--- src/logic/dual_timer_defines.vh ---
// Constants for the dual timer and interrupt block
`ifndef DUAL_TIMER_DEFINES_VH
`define DUAL_TIMER_DEFINES_VH

// Register addresses
`define ADDR_CTRL       8'h00
`define ADDR_T0_RELOAD  8'h01
`define ADDR_T0_PRE     8'h02
`define ADDR_T1_RELOAD  8'h03
`define ADDR_T1_PRE     8'h04
`define ADDR_CFG        8'h05
`define ADDR_IRQ        8'h06
`define ADDR_MASK       8'h07
`define ADDR_PRIO       8'h08

// Control register fields
`define CTRL_T0_LOAD    0
`define CTRL_T0_RUN     1
`define CTRL_T1_LOAD    2
`define CTRL_T1_RUN     3
`define CTRL_PIN_LO     4
`define CTRL_PIN_HI     5
`define CTRL_OUT_LO     6
`define CTRL_OUT_HI     7

// Prescaler register fields
`define PRE_SRC         0
`define PRE_CONT        1
`define PRE_DIV_LO      2
`define PRE_DIV_HI      7

// Configuration register fields
`define CFG_CASCADE     0
`define CFG_EXT_IRQ     1
`define CFG_GPO         2

// Interrupt source, global mask, request input and priority direction bits
`define SRC_EXT         0
`define SRC_T0          1
`define SRC_T1          2
`define MASK_GLOBAL     7
`define IRQ_IN_BIT      7
`define PRIO_DIR        2

// Timer input uses
`define PIN_EXT_CLK     2'h0
`define PIN_GATE        2'h1
`define PIN_TRIG_ONCE   2'h2
`define PIN_TRIG_RE     2'h3

// Timer output choices
`define OUT_GPO         2'h0
`define OUT_T0          2'h1
`define OUT_T1          2'h2
`define OUT_CLK         2'h3

// Vector locations, two bytes each, inside the first twelve bytes
`define VEC_EXT         16'h0004
`define VEC_T0          16'h0008
`define VEC_T1          16'h000A

// Reset values and the last prescaler divider count
`define RST_BYTE        8'h00
`define RST_PRIO        3'h0
`define INT_DIV_LAST    2'h3

`endif

--- src/logic/dual_timer_with_interrupt_logic.v ---
// Two prescaled down-counters with three-source vectored interrupt logic
`timescale 1ns/1ps
`default_nettype none
`include "dual_timer_defines.vh"

module timer_channel #(
    parameter CW = 8,
    parameter PW = 6
) (
    // Clock and reset
    input wire clk,
    input wire rst,
    // Control
    input wire tick,
    input wire run,
    input wire restart,
    input wire cont,
    input wire [CW-1:0] reload,
    input wire [PW-1:0] div,
    // Status
    output wire [CW-1:0] count,
    output wire active,
    output reg eoc_r,
    output reg toggle_r
);
    reg [CW-1:0] count_r;
    reg [PW-1:0] pre_r;
    reg done_r;
    wire pre_wrap;
    wire step;

    // Divide value zero means divide by 64
    assign pre_wrap = (pre_r == {PW{1'b0}});
    assign active = run && !done_r;
    assign step = active && tick && pre_wrap;
    assign count = count_r;

    always @(posedge clk) begin
        if (rst) begin
            count_r <= {CW{1'b0}};
            pre_r <= {PW{1'b0}};
            done_r <= 1'b1;
            eoc_r <= 1'b0;
            toggle_r <= 1'b0;
        end else begin
            eoc_r <= 1'b0;
            if (restart) begin
                count_r <= reload;
                pre_r <= div - {{(PW-1){1'b0}}, 1'b1};
                done_r <= 1'b0;
            end else begin
                if (active && tick) begin
                    if (pre_wrap) begin
                        pre_r <= div - {{(PW-1){1'b0}}, 1'b1};
                    end else begin
                        pre_r <= pre_r - {{(PW-1){1'b0}}, 1'b1};
                    end
                end
                if (step) begin
                    // Load of zero runs the full 256 steps
                    if (count_r == {{(CW-1){1'b0}}, 1'b1}) begin
                        eoc_r <= 1'b1;
                        toggle_r <= !toggle_r;
                        if (cont) begin
                            count_r <= reload;
                        end else begin
                            count_r <= {CW{1'b0}};
                            done_r <= 1'b1;
                        end
                    end else begin
                        count_r <= count_r - {{(CW-1){1'b0}}, 1'b1};
                    end
                end
            end
        end
    end
endmodule // timer_channel

module dual_timer_with_interrupt_logic #(
    parameter CW = 8,
    parameter PW = 6
) (
    // Clock and reset
    input wire clk,
    input wire rst,
    // Register port
    input wire [7:0] addr,
    input wire [7:0] wdata,
    input wire wr,
    input wire rd,
    output reg [7:0] rdata_r,
    // Interrupt handshake with the core
    output wire int_request,
    input wire int_ack,
    output reg int_cycle_r,
    output reg [15:0] int_vector_r,
    // Port lines
    input wire external_request_port_line,
    input wire timer_port_line_in,
    output reg timer_port_line_out_r,
    output reg timer_port_line_oe_n_r
);
    reg [7:0] ctrl_r;
    reg [CW-1:0] t0_reload_r;
    reg [CW-1:0] t1_reload_r;
    reg [7:0] t0_pre_r;
    reg [7:0] t1_pre_r;
    reg [7:0] cfg_r;
    reg [2:0] pend_r;
    reg [2:0] pend_nxt;
    reg [7:0] mask_r;
    reg [2:0] prio_r;
    reg [1:0] int_div_r;
    reg pin_meta_r;
    reg pin_sync_r;
    reg pin_prev_r;
    reg req_prev_r;
    reg [1:0] winner;
    reg have_winner;
    reg [7:0] rdata_nxt;
    integer k;
    integer cand;

    wire [CW-1:0] t0_count;
    wire [CW-1:0] t1_count;
    wire t0_active;
    wire t1_active;
    wire t0_eoc;
    wire t1_eoc;
    wire t0_toggle;
    wire t1_toggle;
    wire int_tick;
    wire pin_rise;
    wire pin_fall;
    wire [1:0] pin_use;
    wire [1:0] out_sel;
    wire t1_ext;
    wire trig_mode;
    wire trigger;
    wire t0_restart;
    wire t1_restart;
    wire t1_tick;
    wire req_fall;
    wire [2:0] pend_masked;
    wire grant;
    wire wr_ctrl;

    // The first timer, and the second unless cascaded or clocked by the pin, run from the processor clock divided by four
    assign int_tick = (int_div_r == `INT_DIV_LAST);
    assign pin_use = ctrl_r[`CTRL_PIN_HI:`CTRL_PIN_LO];
    assign out_sel = ctrl_r[`CTRL_OUT_HI:`CTRL_OUT_LO];
    assign t1_ext = t1_pre_r[`PRE_SRC];
    assign pin_rise = pin_sync_r && !pin_prev_r;
    assign pin_fall = !pin_sync_r && pin_prev_r;
    assign trig_mode = (pin_use == `PIN_TRIG_ONCE) ||
                       (pin_use == `PIN_TRIG_RE);
    // A one-shot trigger is ignored while the second timer is counting
    assign trigger = t1_ext && trig_mode && pin_fall &&
                     ((pin_use == `PIN_TRIG_RE) || !t1_active);
    assign wr_ctrl = wr && (addr == `ADDR_CTRL);
    assign t0_restart = wr_ctrl && wdata[`CTRL_T0_LOAD];
    assign t1_restart = (wr_ctrl && wdata[`CTRL_T1_LOAD]) || trigger;

    // Cascade takes precedence over the pin as clock source
    assign t1_tick = cfg_r[`CFG_CASCADE] ? t0_eoc :
                     !t1_ext ? int_tick :
                     (pin_use == `PIN_EXT_CLK) ? pin_rise :
                     (pin_use == `PIN_GATE) ? (int_tick && pin_sync_r) :
                     int_tick;

    // Request line is used directly; it is already synchronous
    assign req_fall = !external_request_port_line && req_prev_r;
    assign pend_masked = pend_r & mask_r[2:0];
    assign int_request = mask_r[`MASK_GLOBAL] && have_winner;
    assign grant = int_request && int_ack;

    timer_channel #(.CW(CW), .PW(PW)) u_first_timer (
        .clk(clk),
        .rst(rst),
        .tick(int_tick),
        .run(ctrl_r[`CTRL_T0_RUN]),
        .restart(t0_restart),
        .cont(t0_pre_r[`PRE_CONT]),
        .reload(t0_reload_r),
        .div(t0_pre_r[`PRE_DIV_HI:`PRE_DIV_LO]),
        .count(t0_count),
        .active(t0_active),
        .eoc_r(t0_eoc),
        .toggle_r(t0_toggle)
    );

    timer_channel #(.CW(CW), .PW(PW)) u_second_timer (
        .clk(clk),
        .rst(rst),
        .tick(t1_tick),
        .run(ctrl_r[`CTRL_T1_RUN]),
        .restart(t1_restart),
        .cont(t1_pre_r[`PRE_CONT]),
        .reload(t1_reload_r),
        .div(t1_pre_r[`PRE_DIV_HI:`PRE_DIV_LO]),
        .count(t1_count),
        .active(t1_active),
        .eoc_r(t1_eoc),
        .toggle_r(t1_toggle)
    );

    // Rotating order from a start source, in either direction; start value 3 gives the fixed order 0, 1, 2
    always @* begin
        winner = 2'h0;
        have_winner = 1'b0;
        cand = 0;
        for (k = 2; k >= 0; k = k - 1) begin
            if (prio_r[`PRIO_DIR]) begin
                cand = (prio_r[1:0] + 3 - k) % 3;
            end else begin
                cand = (prio_r[1:0] + k) % 3;
            end
            if (prio_r[1:0] == 2'h3) begin
                cand = k;
            end
            if (pend_masked[cand]) begin
                winner = cand[1:0];
                have_winner = 1'b1;
            end
        end
    end

    // Hardware set wins over software or acknowledge clear
    always @* begin
        pend_nxt = pend_r;
        if (wr && (addr == `ADDR_IRQ)) begin
            pend_nxt = pend_nxt & ~wdata[2:0];
        end
        if (grant) begin
            pend_nxt[winner] = 1'b0;
        end
        if (req_fall && cfg_r[`CFG_EXT_IRQ]) begin
            pend_nxt[`SRC_EXT] = 1'b1;
        end
        if (t0_eoc) begin
            pend_nxt[`SRC_T0] = 1'b1;
        end
        if (t1_eoc) begin
            pend_nxt[`SRC_T1] = 1'b1;
        end
    end

    always @* begin
        rdata_nxt = `RST_BYTE;
        if (addr == `ADDR_CTRL) begin
            rdata_nxt = {ctrl_r[7:4], ctrl_r[`CTRL_T1_RUN], 1'b0,
                         ctrl_r[`CTRL_T0_RUN], 1'b0};
        end else if (addr == `ADDR_T0_RELOAD) begin
            rdata_nxt = t0_count;
        end else if (addr == `ADDR_T0_PRE) begin
            rdata_nxt = {6'h00, t0_pre_r[`PRE_CONT], 1'b0};
        end else if (addr == `ADDR_T1_RELOAD) begin
            rdata_nxt = t1_count;
        end else if (addr == `ADDR_T1_PRE) begin
            rdata_nxt = {6'h00, t1_pre_r[`PRE_CONT], t1_ext};
        end else if (addr == `ADDR_CFG) begin
            rdata_nxt = {5'h00, cfg_r[2:0]};
        end else if (addr == `ADDR_IRQ) begin
            rdata_nxt = {external_request_port_line, 4'h0, pend_r};
        end else if (addr == `ADDR_MASK) begin
            rdata_nxt = {mask_r[`MASK_GLOBAL], 4'h0, mask_r[2:0]};
        end else if (addr == `ADDR_PRIO) begin
            rdata_nxt = {5'h00, prio_r};
        end
    end

    always @(posedge clk) begin
        if (rst) begin
            ctrl_r <= `RST_BYTE;
            t0_reload_r <= {CW{1'b0}};
            t1_reload_r <= {CW{1'b0}};
            t0_pre_r <= `RST_BYTE;
            t1_pre_r <= `RST_BYTE;
            cfg_r <= `RST_BYTE;
            pend_r <= 3'h0;
            mask_r <= `RST_BYTE;
            prio_r <= `RST_PRIO;
            int_div_r <= 2'h0;
            pin_meta_r <= 1'b0;
            pin_sync_r <= 1'b0;
            pin_prev_r <= 1'b0;
            req_prev_r <= 1'b1;
            rdata_r <= `RST_BYTE;
            int_cycle_r <= 1'b0;
            int_vector_r <= 16'h0000;
            timer_port_line_out_r <= 1'b0;
            timer_port_line_oe_n_r <= 1'b1;
        end else begin
            int_div_r <= int_div_r + 2'h1;
            pin_meta_r <= timer_port_line_in;
            pin_sync_r <= pin_meta_r;
            pin_prev_r <= pin_sync_r;
            req_prev_r <= external_request_port_line;
            pend_r <= pend_nxt;
            rdata_r <= rd ? rdata_nxt : `RST_BYTE;
            int_cycle_r <= grant;
            if (wr) begin
                if (addr == `ADDR_CTRL) begin
                    // Load bits are strobes and are not stored
                    ctrl_r <= {wdata[7:4], wdata[`CTRL_T1_RUN], 1'b0,
                               wdata[`CTRL_T0_RUN], 1'b0};
                end else if (addr == `ADDR_T0_RELOAD) begin
                    t0_reload_r <= wdata[CW-1:0];
                end else if (addr == `ADDR_T0_PRE) begin
                    // First timer has no source select
                    t0_pre_r <= {wdata[7:1], 1'b0};
                end else if (addr == `ADDR_T1_RELOAD) begin
                    t1_reload_r <= wdata[CW-1:0];
                end else if (addr == `ADDR_T1_PRE) begin
                    t1_pre_r <= wdata;
                end else if (addr == `ADDR_CFG) begin
                    cfg_r <= {5'h00, wdata[2:0]};
                end else if (addr == `ADDR_MASK) begin
                    mask_r <= {wdata[`MASK_GLOBAL], 4'h0, wdata[2:0]};
                end else if (addr == `ADDR_PRIO) begin
                    prio_r <= wdata[2:0];
                end
            end
            if (grant) begin
                // Core saves PC and flags; further grants wait for enable
                mask_r[`MASK_GLOBAL] <= 1'b0;
                case (winner)
                    `SRC_EXT: begin
                        int_vector_r <= `VEC_EXT;
                    end
                    `SRC_T0: begin
                        int_vector_r <= `VEC_T0;
                    end
                    default: begin
                        int_vector_r <= `VEC_T1;
                    end
                endcase
            end
            // Pin is released whenever it serves as the timer input
            timer_port_line_oe_n_r <= t1_ext;
            case (out_sel)
                `OUT_T0: begin
                    timer_port_line_out_r <= t0_toggle;
                end
                `OUT_T1: begin
                    timer_port_line_out_r <= t1_toggle;
                end
                `OUT_CLK: begin
                    timer_port_line_out_r <= int_div_r[1];
                end
                default: begin
                    timer_port_line_out_r <= cfg_r[`CFG_GPO];
                end
            endcase
        end
    end
endmodule // dual_timer_with_interrupt_logic
`default_nettype wire

--- config.mk ---
export PLATFORM = sky130hd
export DESIGN_NAME = dual_timer_with_interrupt_logic
export DESIGN_NICKNAME = d
export VERILOG_FILES = /design/src/logic/dual_timer_with_interrupt_logic.v
export VERILOG_INCLUDE_DIRS = /design/src /design/src/logic
export SDC_FILE = /design/constraint.sdc
export NUM_CORES = 1
export LEC_CHECK = 0
export ABC_CLOCK_PERIOD_IN_PS = 18330
export BUFFER_PORTS_ARGS = -buffer_cell sky130_fd_sc_hd__buf_4
export CAP_MARGIN = 5
export CELL_PAD_IN_SITES_DETAIL_PLACEMENT = 1
export CELL_PAD_IN_SITES_GLOBAL_PLACEMENT = 1
export CORE_MARGIN = 10
export CORE_UTILIZATION = 49
export CTS_CLUSTER_SIZE = 10
export DETAILED_ROUTE_END_ITERATION = 7
export PLACE_DENSITY = 0.87
export SLEW_MARGIN = 20
export SYNTH_ARGS = -nofsm -noshare
export SYNTH_HDL_FRONTEND = slang
export SYNTH_SLANG_ARGS = --single-unit
export TNS_END_PERCENT = 1
--- constraint.sdc ---
create_clock -name clk -period 18.33 [get_ports clk]
set_input_delay 3.666 -clock clk [delete_from_list [all_inputs] [get_ports clk]]
set_output_delay 3.666 -clock clk [all_outputs]
set_load 0.05 [all_outputs]
==> qor.txt, run 1 <==
Vias: 8174
Post-route worst setup slack: 6.110 ns
Initial Util: 0.4957
Die area: 21410 µm²
FFs w/ async S/R, synth: 0
Final WL: 27.56 mm
Final hold viol count: 0
Most Frequent Cell on Critical Path: ha_1
Synth Register Bits: 104
DR DRC count: 0
Max-slew violation count: 0
Max Buffers Root-to-Sink: 2
Clock root cell: clkbuf_16
Post-Place Cells: 1263
PD cells: 53.88 nW/µm²
Post-synthesis sequential area ratio: 0.2663
Nets: 1112
Layout Cells excl Fill: 1278
Outcome: finished, final reports clean
Resized cells post-CTS: 0
Die Ht: 146.3 µm
DRT Pass-1 Iters: 5
Grt ovf: 0
IO Pins: 51
LEAKAGE: 3.393 nW
Share of layout cells above drive strength 1: 0.08286
Top_reg_cell synth: dfxtp_1
Slowest stage delay, CP: 0.88 ns
Hold Buf Count CTS: 0
Clock Sinks: 104
Worst hold path class: reg -> reg
Maximum clock frequency: 0.08183 GHz
Setup TNS Final: 0 ns
Post-DP HPWL: 20.28 mm
Fillers: 2044
Max Clock Skew: 0.009108 ns
Worst setup EP type: output port
Req. time, crit path: 14.66 ns
Total global-route track usage: 0.2514
Maximum fanout along the worst path: 23
I/O Buffers: 37
Vias in the first global route: 8428
Crit share post-route: 0.6667
RSZ-0062 raised after global routing: no
Worst Max-Slew Pin Slew: 1.026 ns
Global-route wire length before repair: 44.89 mm
Cts bufs inserted: 9
First-iteration detailed-routing DRC count: 618
Post-synth EDFFs: 0
Wire per inst: 21.56 µm
Total power: 0.0004540 W
Cells after synthesis: 1062
Reg2Reg Depth: 30
H-tree levels: 3
Syn avg cell area: 7.361 µm²
Hold depth: 1
Post-CTS Setup Inserts: 0
Minimum clock period after layout: 12.22 ns
Max Cap Viol: 0
Die Wd: 146.3 µm
CORE AREA: 15770 µm²
Initial antenna violation count: 0
Endpoints failing setup: 0
Synth Warn #: 0
Area Overhead vs Synth: 7.778%
Clock-pin slew on the worst setup and hold paths: 0.07 ns
Clock latency at the later pin of the worst-skew pair: 0.36 ns
Antenna viol nets, final: 0
Pin count of the biggest net entering global routing: 99
WP data arrival: 8.55 ns
Slowest-stage cell, CP: nor2_2
Relative slew slack: 0.3157
GPL Wtd Cong: 0.9674
Diodes inserted: 0
Worst Setup Start Kind: register
Core Rows: 46
Synth Cell Area: 7817 µm²
Worst IR drop on VDD: 64.91 µV
Pre-CTS WS: 6.578 ns
WS Path Type: reg -> out
CTS tree: done
Post-synth cell types: 96
Via/cell ratio: 6.396
## state kept, by name (all words and copies together) (netlist names), 2 cells and up
register and flops:
cfg_r 3, ctrl_r 6, int_div_r 2, int_vector_r 3, mask_r 4, pend_r 3
prio_r 3, rdata_r 8, t0_pre_r 7, t0_reload_r 8, t1_pre_r 8, t1_reload_r 8
u_first_timer.count 8, u_first_timer.pre_r 6, u_second_timer.count 8, u_second_timer.pre_r 6
## cell usage after synthesis, drive strengths merged, types with 11 or more instances
cell type	instances	area (µm²)
nand2	120	450.4
nor2	137	516.8
a21oi	92	460.4
nor3	47	235.2
clkbuf	40	150.1
a31oi	16	106.4
nand2b	11	71.32
ha	31	387.9
dfxtp	104	2082
o22ai	13	81.33
nand3	32	160.2
and3	11	68.82
nor2b	21	131.4
xnor2	20	182.7
o21ai	62	310.3
buf	30	186.4
and2	14	90.09
inv	40	150.1
mux2i	37	370.4
## report_power, final
| part | total (W) | switching (W) | internal [W] | leakage (nW) |
|---|---|---|---|---|
| Clock | 0.000201 | 0.0000878 | 0.000113 | 0.144 |
| Combinational | 0.0000257 | 0.0000194 | 0.00000629 | 2.41 |
| Sequential | 0.000228 | 0.000000741 | 0.000227 | 0.839 |
## logic make-up (layout without fill, tap and decap cells)
family	count (synthesis)	in the layout	synth area share
AOI/OAI and AO/OA	298	298	0.2594
xor gates and xnor gates	30	30	0.03457
adders and majority gates	31	31	0.04962
buffers and inverters	110	98	0.06226
DFF	104	104	0.2663
muxes	42	42	0.05602
other	1	13	0.0004797
and+or+nand+nor	446	446	0.2713
## area by class of cell
cell class | instances | area, µm² | area share
inverter | 40 | 150.1 | 0.01782
clock inverter | 4 | 53.80 | 0.006386
timing repair buffer | 43 | 322.8 | 0.03831
tap | 216 | 270.3 | 0.03208
clock buffer | 11 | 252.7 | 0.03000
sequential | 104 | 2082 | 0.2471
multi-input combinational | 860 | 5294 | 0.6283
## routing by layer
| layer | global-route usage | share of wire |
|---|---|---|
| met1 | 0.3016 | 0.41 |
| met2 | 0.4222 | 0.48 |
| met3 | 0.04295 | 0.060 |
| met4 | 0.1301 | 0.044 |
| met5 | 0 | 0 |
## cell usage in the layout (no fill, tap or decap), drive strengths merged, types with 20 or more instances in the layout
cell / Yosys / routed
nor2: 137 / 137
nand2: 120 / 120
dfxtp: 104 / 104
a21oi: 92 / 92
o21ai: 62 / 62
nor3: 47 / 47
buf: 30 / 43
inv: 40 / 40
mux2i: 37 / 37
nand3: 32 / 32
ha: 31 / 31
nor2b: 21 / 21
xnor2: 20 / 20
## path summary, 6_finish.rpt
check	from	end	slack [ns]
max reg2reg	prio_r[0]$_SDFFE_PP0P_	pend_r[0]$_SDFF_PP0_	9.63
max	prio_r[0]$_SDFFE_PP0P_	int_request	6.11
min	int_div_r[0]$_SDFF_PP0_	int_div_r[0]$_SDFF_PP0_	0.45
min reg2reg	int_div_r[0]$_SDFF_PP0_	int_div_r[0]$_SDFF_PP0_	0.45
## through the flow
step,hold slack [ns],utilization,cell area [µm²]
2_1_floorplan,0.3992,-,7863
3_3_place_gp,0.4161,0.5148,8119
3_5_place_dp,0.4316,0.5148,8119
4_1_cts,0.4620,0.5343,8426
5_1_grt,0.4673,0.5343,8426
6_report,0.4532,0.5343,8426
## worst max-delay path: cells and delay by family, from the launching register on
kind                     cells  cell delay [ns]
AO/OA/AOI/OAI               10             2.36
XOR/XNOR                     2             0.25
adder cells (fa/ha/maj)      3             0.98
buffers and inverters        4             0.90
flip-flops                   1             0.49
multiplexers                 1             0.38
AND/OR/NAND/NOR              9             2.80
Power figures use the tool's default switching activity.
==> run 2, diff against run 1 <==
- ABC_AREA: default -> 1
- ABC_CLOCK_PERIOD_IN_PS: 18330 -> 11050
- CORE_UTILIZATION: 49 -> 40
- PLACE_DENSITY: 0.87 -> 0.78
- clock period: 18.33 -> 11.05 ns (I/O delays scaled with it)
==> run 2 against run 1 <==
Effect of this change: core utilization fell by 8.6 points; clock power is 82% higher; die area up 17%; sequential cell count unchanged; cell count rose by 12%; largest cell class unchanged; highest routed layer unchanged; total power up 73%; clock-buffer cell count decreased by 2; non-clock buffer count down 3; sequential power grew 65%; worst hold slack got worse by 0.024 ns.
==> qor.txt, run 2 <==
Post-synthesis sequential area ratio: 0.2720 (+0.005704)
Clock share of power: 0.465 (+0.023)
Syn avg cell area: 6.575 µm² (-11%)
Gate power share: 0.056 (about the same)
Area share of and/or/nand/nor cells after synthesis: 0.3152 (+0.04390)
Global-route wire length before repair: 39.20 mm (-13%)
Reg2Reg Depth: 48 (+60%)
Antenna viol nets, final: 0 (unchanged)
Largest family of logic cells by synthesized area: simple AND/OR/NAND/NOR gates
Initial Util: 0.4078 (-0.08792)
Relative slew slack: 0.2993 (-0.01645)
Worst reg2reg setup slack: 3.50 ns (-6.13 ns)
Minimum clock period after layout: 9.790 ns
Synth Area in XOR/XNOR: 0.04921 (+0.01464)
CTS tree: done
CORE AREA: 18770 µm² (+19%)
Area Overhead vs Synth: 10.00%
Capturing point of the worst reg2reg path: pend_r[2]$_SDFF_PP0_
Pre-CTS WS: 1.721 ns (-4.857 ns)
Vias: 7666 (-6.2%)
Worst IR drop on VDD: 119.9 µV (+85%)
Fraction of synthesized area in multiplexers: 0.001308 (-0.05471)
Min-delay src: pin_meta_r$_SDFF_PP0_
Maximum fanout along the worst path: 12 (-48%)
Wire per inst: 16.68 µm (-23%)
I/O Buffers: 37 (unchanged)
Top_reg_cell synth: dfxtp_1
Synth Warn #: 0 (unchanged)
Fillers: 2544 (+24%)
Hold depth: 2 (+1)
WS Path Type: reg -> out
Via/cell ratio: 5.368 (-16%)
Initial antenna violation count: 0 (unchanged)
Most common cell after layout, fill and taps aside: nand2_1
Most frequent cells in the layout: nand2_1 (227), inv_1 (162), nor2_1 (110)
LEAKAGE: 4.055 nW (+20%)
Sw frac: 0.2484 (+0.01066)
Total power: 0.0007875 W (+73%)
First-iteration detailed-routing DRC count: 417 (-33%)
Synth Register Bits: 104 (unchanged)
Most Frequent Cell on Critical Path: nand2_1
RSZ-0062 raised after global routing: no
Slowest stage delay, CP: 0.43 ns (-0.45 ns)
PD cells: 93.53 nW/µm² (+74%)
Switching power: 0.0001956 W (+81%)
Top-count cell post-synth: nand2_1
Max Cap Viol: 0 (unchanged)
Post-CTS Setup Inserts: 0 (unchanged)
Cells after synthesis: 1164 (+9.6%)
DRT Pass-1 Iters: 4 (-1)
WP data arrival: 7.58 ns (-0.97 ns)
H-tree levels: 3 (unchanged)
Total global-route track usage: 0.1915 (-0.05991)
Clock Sinks: 104 (unchanged)
Final hold viol count: 0 (unchanged)
DR DRC count: 0 (unchanged)
Clock root cell: clkbuf_16
Die Wd: 158.3 µm (+8.2%)
Req. time, crit path: 8.84 ns (-5.82 ns)
Post-route worst setup slack: 1.260 ns (-4.849 ns)
Pint: 0.0005918 W (+71%)
IO Pins: 51 (unchanged)
Share of layout cells above drive strength 1: 0.1089 (+0.02602)
Max Buffers Root-to-Sink: 2 (unchanged)
Pin count of the biggest net entering global routing: 67 (-32%)
FFs w/ async S/R, synth: 0 (unchanged)
Crit share post-route: 0.8860
Met3 GRT Util: 0.02725 (-0.01570)
Resized cells post-CTS: 0 (unchanged)
Share of the synthesized area in the top cell type: 0.2720 (+0.005704)
Worst setup EP type: output port
Compound-cell area share of the yosys netlist: 0.1970 (-0.06245)
Busiest grt layer: met2
Diodes inserted: 0 (unchanged)
Hold worst-path end: pin_sync_r$_SDFF_PP0_
Post-synth EDFFs: 0 (unchanged)
Synthesized-area fraction occupied by adder cells: 0.05068 (+0.001063)
Final WL: 23.82 mm (-14%)
Die area: 25070 µm² (+17%)
DP Area: 8082 µm² (-0.46%)
Yosys top cell by area: dfxtp_1
Post-synth cell types: 57 (-41%)
Outcome: finished, final reports clean
Endpoints failing setup: 0 (unchanged)
Worst Max-Slew Pin Slew: 1.047 ns (+0.02081 ns)
Core Rows: 50 (+8.7%)
Global routing usage on met2: 0.3481 (-0.07405)
Grt ovf: 0 (unchanged)
M1 GR Usage: 0.2347 (-0.06691)
Maximum clock frequency: 0.1021 GHz
Nets: 1243 (+12%)
Hold Buf Count CTS: 0 (unchanged)
Vias in the first global route: 7823 (-7.2%)
Post-DP HPWL: 18.42 mm (-9.2%)
Slowest-stage cell, CP: dfxtp_1
Die Ht: 158.3 µm (+8.2%)
Max Clock Skew: 0.01029 ns (+0.001186 ns)
Clock latency at the later pin of the worst-skew pair: 0.36 ns (about the same)
Post-route cell area: 8419 µm² (about the same)
Max-slew violation count: 0 (unchanged)
Clock-pin slew on the worst setup and hold paths: 0.08 ns (about the same)
Setup TNS Final: 0 ns (unchanged)
Flop pwr share: 0.479 (-0.022)
Cts bufs inserted: 9 (unchanged)
Worst Setup Start Kind: register
GPL Wtd Cong: 0.8954 (-7.4%)
Largest cells by area after synthesis: dfxtp_1 (27%), nand2_1 (11%), inv_1 (7.9%), o21ai_0 (6.1%), a21oi_1 (5.7%)
Synth Cell Area: 7654 µm² (-2.1%)
Worst hold path class: reg -> reg
RR Startpoint: prio_r[0]$_SDFFE_PP0P_
Post-synth top cells: nand2_1 (227), inv_1 (162), nor2_1 (110)
run 2: worst max-delay path, delay by kind of cell, from the launching register on:
kind	cells	cell delay, ns
adders and majority gates	4	1.07
buffers and inverters	6	0.78
AOI/OAI and AO/OA	2	0.45
DFF	1	0.43
and+or+nand+nor	32	4.11
xor gates and xnor gates	2	0.38
run 2: stage by stage:
step / util / hold slack [ns] / std cells
floorplan: - / 0.3883 / 1176
global placement: 0.4306 / 0.4143 / 1412
detailed placement: 0.4306 / 0.4263 / 1412
CTS: 0.4486 / 0.4367 / 1428
global route: 0.4486 / 0.4551 / 1428
finish: 0.4486 / 0.4288 / 1428
run 2: per-layer routing:
metal / routed length (µm) / part of all wire / vias to the layer above
met5: 0 / 0 / -
li1: - / - / 3869
met3: 560 / 0.024 / 23
met1: 10830 / 0.45 / 3672
met4: 293 / 0.012 / 0
met2: 12130 / 0.51 / 102
run 2: power groups by stage:
stage | registers, W | clock network [W] | logic [W]
after floorplan | 0.000387 | 0 | 0.0000313
after global placement | 0.000386 | 0 | 0.0000430
after detailed placement | 0.000386 | 0 | 0.0000435
after CTS | 0.000378 | 0.000372 | 0.0000438
after global routing | 0.000378 | 0.000388 | 0.0000479
final | 0.000377 | 0.000366 | 0.0000439
run 2: cell type report:
| class | count | area [µm²] | area share |
|---|---|---|---|
| Sequential cell | 104 | 2082 | 0.2473 |
| Inverter | 176 | 663.1 | 0.07876 |
| Clock buffer | 9 | 225.2 | 0.02675 |
| Tap cell | 234 | 292.8 | 0.03477 |
| Timing Repair Buffer | 40 | 300.3 | 0.03567 |
| Clock inverter | 7 | 112.6 | 0.01337 |
| Multi-Input combinational cell | 858 | 4743 | 0.5634 |
run 2: how the worst max path moves through the flow:
stage	startpoint	to	slack, ns
final	prio_r[0]$_SDFFE_PP0P_	int_request	1.26
after global routing	prio_r[0]$_SDFFE_PP0P_	int_request	0.43
after CTS	prio_r[0]$_SDFFE_PP0P_	int_request	1.28
after detailed placement	prio_r[0]$_SDFFE_PP0P_	int_request	1.72
after global placement	prio_r[0]$_SDFFE_PP0P_	int_request	2.12
after floorplan	prio_r[0]$_SDFFE_PP0P_	int_request	2.82
run 2: cells by family (layout without fill, tap and decap cells):
logic type | after synthesis | count (layout)
other | 1 | 13
adder cells (fa/ha/maj) | 31 | 31
flip-flops | 104 | 104
multiplexers | 1 | 1
buffers and inverters | 214 | 232
AO/OA/AOI/OAI | 260 | 260
AND/OR/NAND/NOR | 510 | 510
XOR/XNOR | 43 | 43
==> run 3, diff against run 2 <==
- PLACE_DENSITY: 0.78 -> 0.79
- SYNTH_HIERARCHICAL: default -> 1
==> run 3 against run 2 <==
Effect of this change: design area grew 6.0%; sequential power is essentially flat; largest power group unchanged; routed wire length grew 13%; total power shrank 5.7%; core utilization shrank 0.60 points; synthesized cell count grew 11%; critical endpoint unchanged; setup slack lost 0.46 ns; worst hold slack lost 0.013 ns; sequential share of layout area shrank 1.4 points.
==> qor.txt, run 3 <==
Pint: 0.0005494 W (-7.2%)
WP data arrival: 8.04 ns (+0.46 ns)
Cts bufs inserted: 9 (unchanged)
Slowest stage delay, CP: 0.45 ns (+0.02 ns)
Vias: 8475 (+11%)
Endpoints failing setup: 0 (unchanged)
Register area: 2082 µm² (unchanged)
DR DRC count: 0 (unchanged)
Max-slew violation count: 0 (unchanged)
Initial antenna violation count: 1 (+1)
Synth Warn #: 6 (+6)
RSZ-0062 raised after global routing: no
Post-route cell area: 8927 µm² (+6.0%)
DP Area: 8598 µm² (+6.4%)
Max Clock Skew: 0.008169 ns (-0.002124 ns)
Max Cap Viol: 0 (unchanged)
Vias in the first global route: 8512 (+8.8%)
Most common cell after layout, fill and taps aside: nand2_1
Fillers: 2774 (+9.0%)
DRT Pass-1 Iters: 5 (+1)
Via/cell ratio: 5.327 (-0.77%)
Gate power share: 0.063 (+0.007)
Most Frequent Cell on Critical Path: nand2_1
Maximum clock frequency: 0.09754 GHz (-4.5%)
Die area: 26540 µm² (+5.9%)
Final WL: 26.99 mm (+13%)
Clock latency at the later pin of the worst-skew pair: 0.36 ns (about the same)
Share of layout cells above drive strength 1: 0.1136 (+0.004759)
Final core occ: 0.4426 (-0.005982)
Layout Cells excl Fill: 1591 (+11%)
CORE AREA: 20170 µm² (+7.5%)
Cells after synthesis: 1287 (+11%)
Pin count of the biggest net entering global routing: 45 (-33%)
Relative slew slack: 0.2067 (-0.09260)
Initial Util: 0.4050 (-0.002775)
Clock root cell: clkbuf_16
Grt ovf: 0 (unchanged)
GPL Wtd Cong: 0.9143 (+2.1%)
Outcome: finished, final reports clean
Max Buffers Root-to-Sink: 2 (unchanged)
I/O Buffers: 37 (unchanged)
Hold Buf Count CTS: 0 (unchanged)
Core Rows: 52 (+4.0%)
Slowest-stage cell, CP: dfxtp_1
Synth Cell Area: 8169 µm² (+6.7%)
PD cells: 83.21 nW/µm² (-11%)
Worst setup EP type: output port
Final hold viol count: 0 (unchanged)
Antenna viol nets, final: 0 (unchanged)
LEAKAGE: 4.338 nW (+7.0%)
WS Path Type: reg -> out
Worst Max-Slew Pin Slew: 1.186 ns (+0.1384 ns)
Area Overhead vs Synth: 9.282%
H-tree levels: 3 (unchanged)
Setup TNS Final: 0 ns (unchanged)
Multi-input logic area: 5142 µm² (+8.4%)
Total power: 0.0007429 W (-5.7%)
Nets: 1369 (+10%)
Maximum fanout along the worst path: 23 (+11)
Clock share of power: 0.429 (-0.036)
Crit share post-route: 0.9278 (+0.04180)
CTS tree: done
Post-Place Cells: 1569 (+11%)
Sw frac: 0.2605 (+0.01203)
Wire per inst: 16.96 µm (+1.7%)
Total global-route track usage: 0.2004 (+0.008907)
First-iteration detailed-routing DRC count: 420 (+0.72%)
Global-route wire length before repair: 43.75 mm (+12%)
Die Ht: 162.9 µm (+2.9%)
Switching power: 0.0001935 W (-1.1%)
Die Wd: 162.9 µm (+2.9%)
Flop pwr share: 0.508 (+0.029)
Syn avg cell area: 6.347 µm² (-3.5%)
Clock-pin slew on the worst setup and hold paths: 0.07 ns (about the same)
Most frequent cells in the layout: nand2_1 (312), inv_1 (175), nor2_1 (125)
Worst hold path class: reg -> reg
Post-DP HPWL: 21.02 mm (+14%)
IO Pins: 51 (unchanged)
Clock Sinks: 104 (unchanged)
Minimum clock period after layout: 10.25 ns (+0.4619 ns)
Req. time, crit path: 8.84 ns (about the same)
Worst IR drop on VDD: 69.89 µV (-42%)
Worst Setup Start Kind: register
==> run 3: cell count changes in the layout (fill, tap and decap cells not counted), sizes merged, moves of 6 or more <==
cell	previous run	this run
xor2	29	23
nor2	125	149
nand3	80	101
o221ai	8	0
a211oi	7	14
buf	40	47
a21oi	91	85
a21boi	4	17
nand2	249	333
nand4	23	31
o21ai	104	88
inv	177	192
==> run 3: layout make-up <==
class | count | area share
Clock buffer | 11 | 0.02719
Multi-Input combinational cell | 961 | 0.5760
Clock inverter | 5 | 0.004345
Antenna cell | 1 | 0.0002803
Inverter | 192 | 0.08157
Timing Repair Buffer | 47 | 0.03952
Tap cell | 270 | 0.03784
Sequential cell | 104 | 0.2332
==> run 3: path summary, 6_finish.rpt <==
| path | slack, ns | end | start | depth (start not counted) |
|---|---|---|---|---|
| max | 0.80 | int_request | prio_r[1]$_SDFFE_PP0P_ | 52 |
| min | 0.42 | pin_sync_r$_SDFF_PP0_ | pin_meta_r$_SDFF_PP0_ | 2 |
| max reg2reg | 3.02 | pend_r[2]$_SDFF_PP0_ | prio_r[1]$_SDFFE_PP0P_ | 54 |
| min reg2reg | 0.42 | pin_sync_r$_SDFF_PP0_ | pin_meta_r$_SDFF_PP0_ | 2 |
==> run 3: per-layer routing <==
layer,global-route usage,up-vias,share of wire
met3,0.02806,25,0.036
met2,0.3485,154,0.49
met5,0,-,0
li1,-,4216,-
met4,0.05164,0,0.015
met1,0.2536,4080,0.46
==> run 3: worst max-delay path, delay by kind of cell, from the launching register on <==
family	cells	cell delay (ns)
buffers and inverters	10	1.02
and+or+nand+nor	36	4.47
xor gates and xnor gates	1	0.20
DFF	1	0.45
AOI/OAI and AO/OA	2	0.48
adders and majority gates	3	1.01
==> run 3: stage by stage <==
| stage | worst slack [ns] | hold slack [ns] |
|---|---|---|
| floorplan | 2.478 | 0.3883 |
| global placement | 1.462 | 0.4107 |
| detailed placement | 1.103 | 0.4042 |
| CTS | 0.6849 | 0.4181 |
| global route | 0.02126 | 0.4394 |
| finish | 0.7982 | 0.4161 |
==> run 3: repair_timing <==
item / 4_1_cts / 5_1_grt
setup endpoints to repair: 0 / 1
setup buffers: 0 / 5
gates resized for setup: 0 / 1
==> run 3: power groups by stage <==
stage	registers [W]	clock network, W	logic (W)
after floorplan	0.000387	0	0.0000314
after global placement	0.000386	0	0.0000456
after detailed placement	0.000386	0	0.0000464
after CTS	0.000377	0.000327	0.0000466
after global routing	0.000378	0.000340	0.0000507
final	0.000377	0.000319	0.0000468
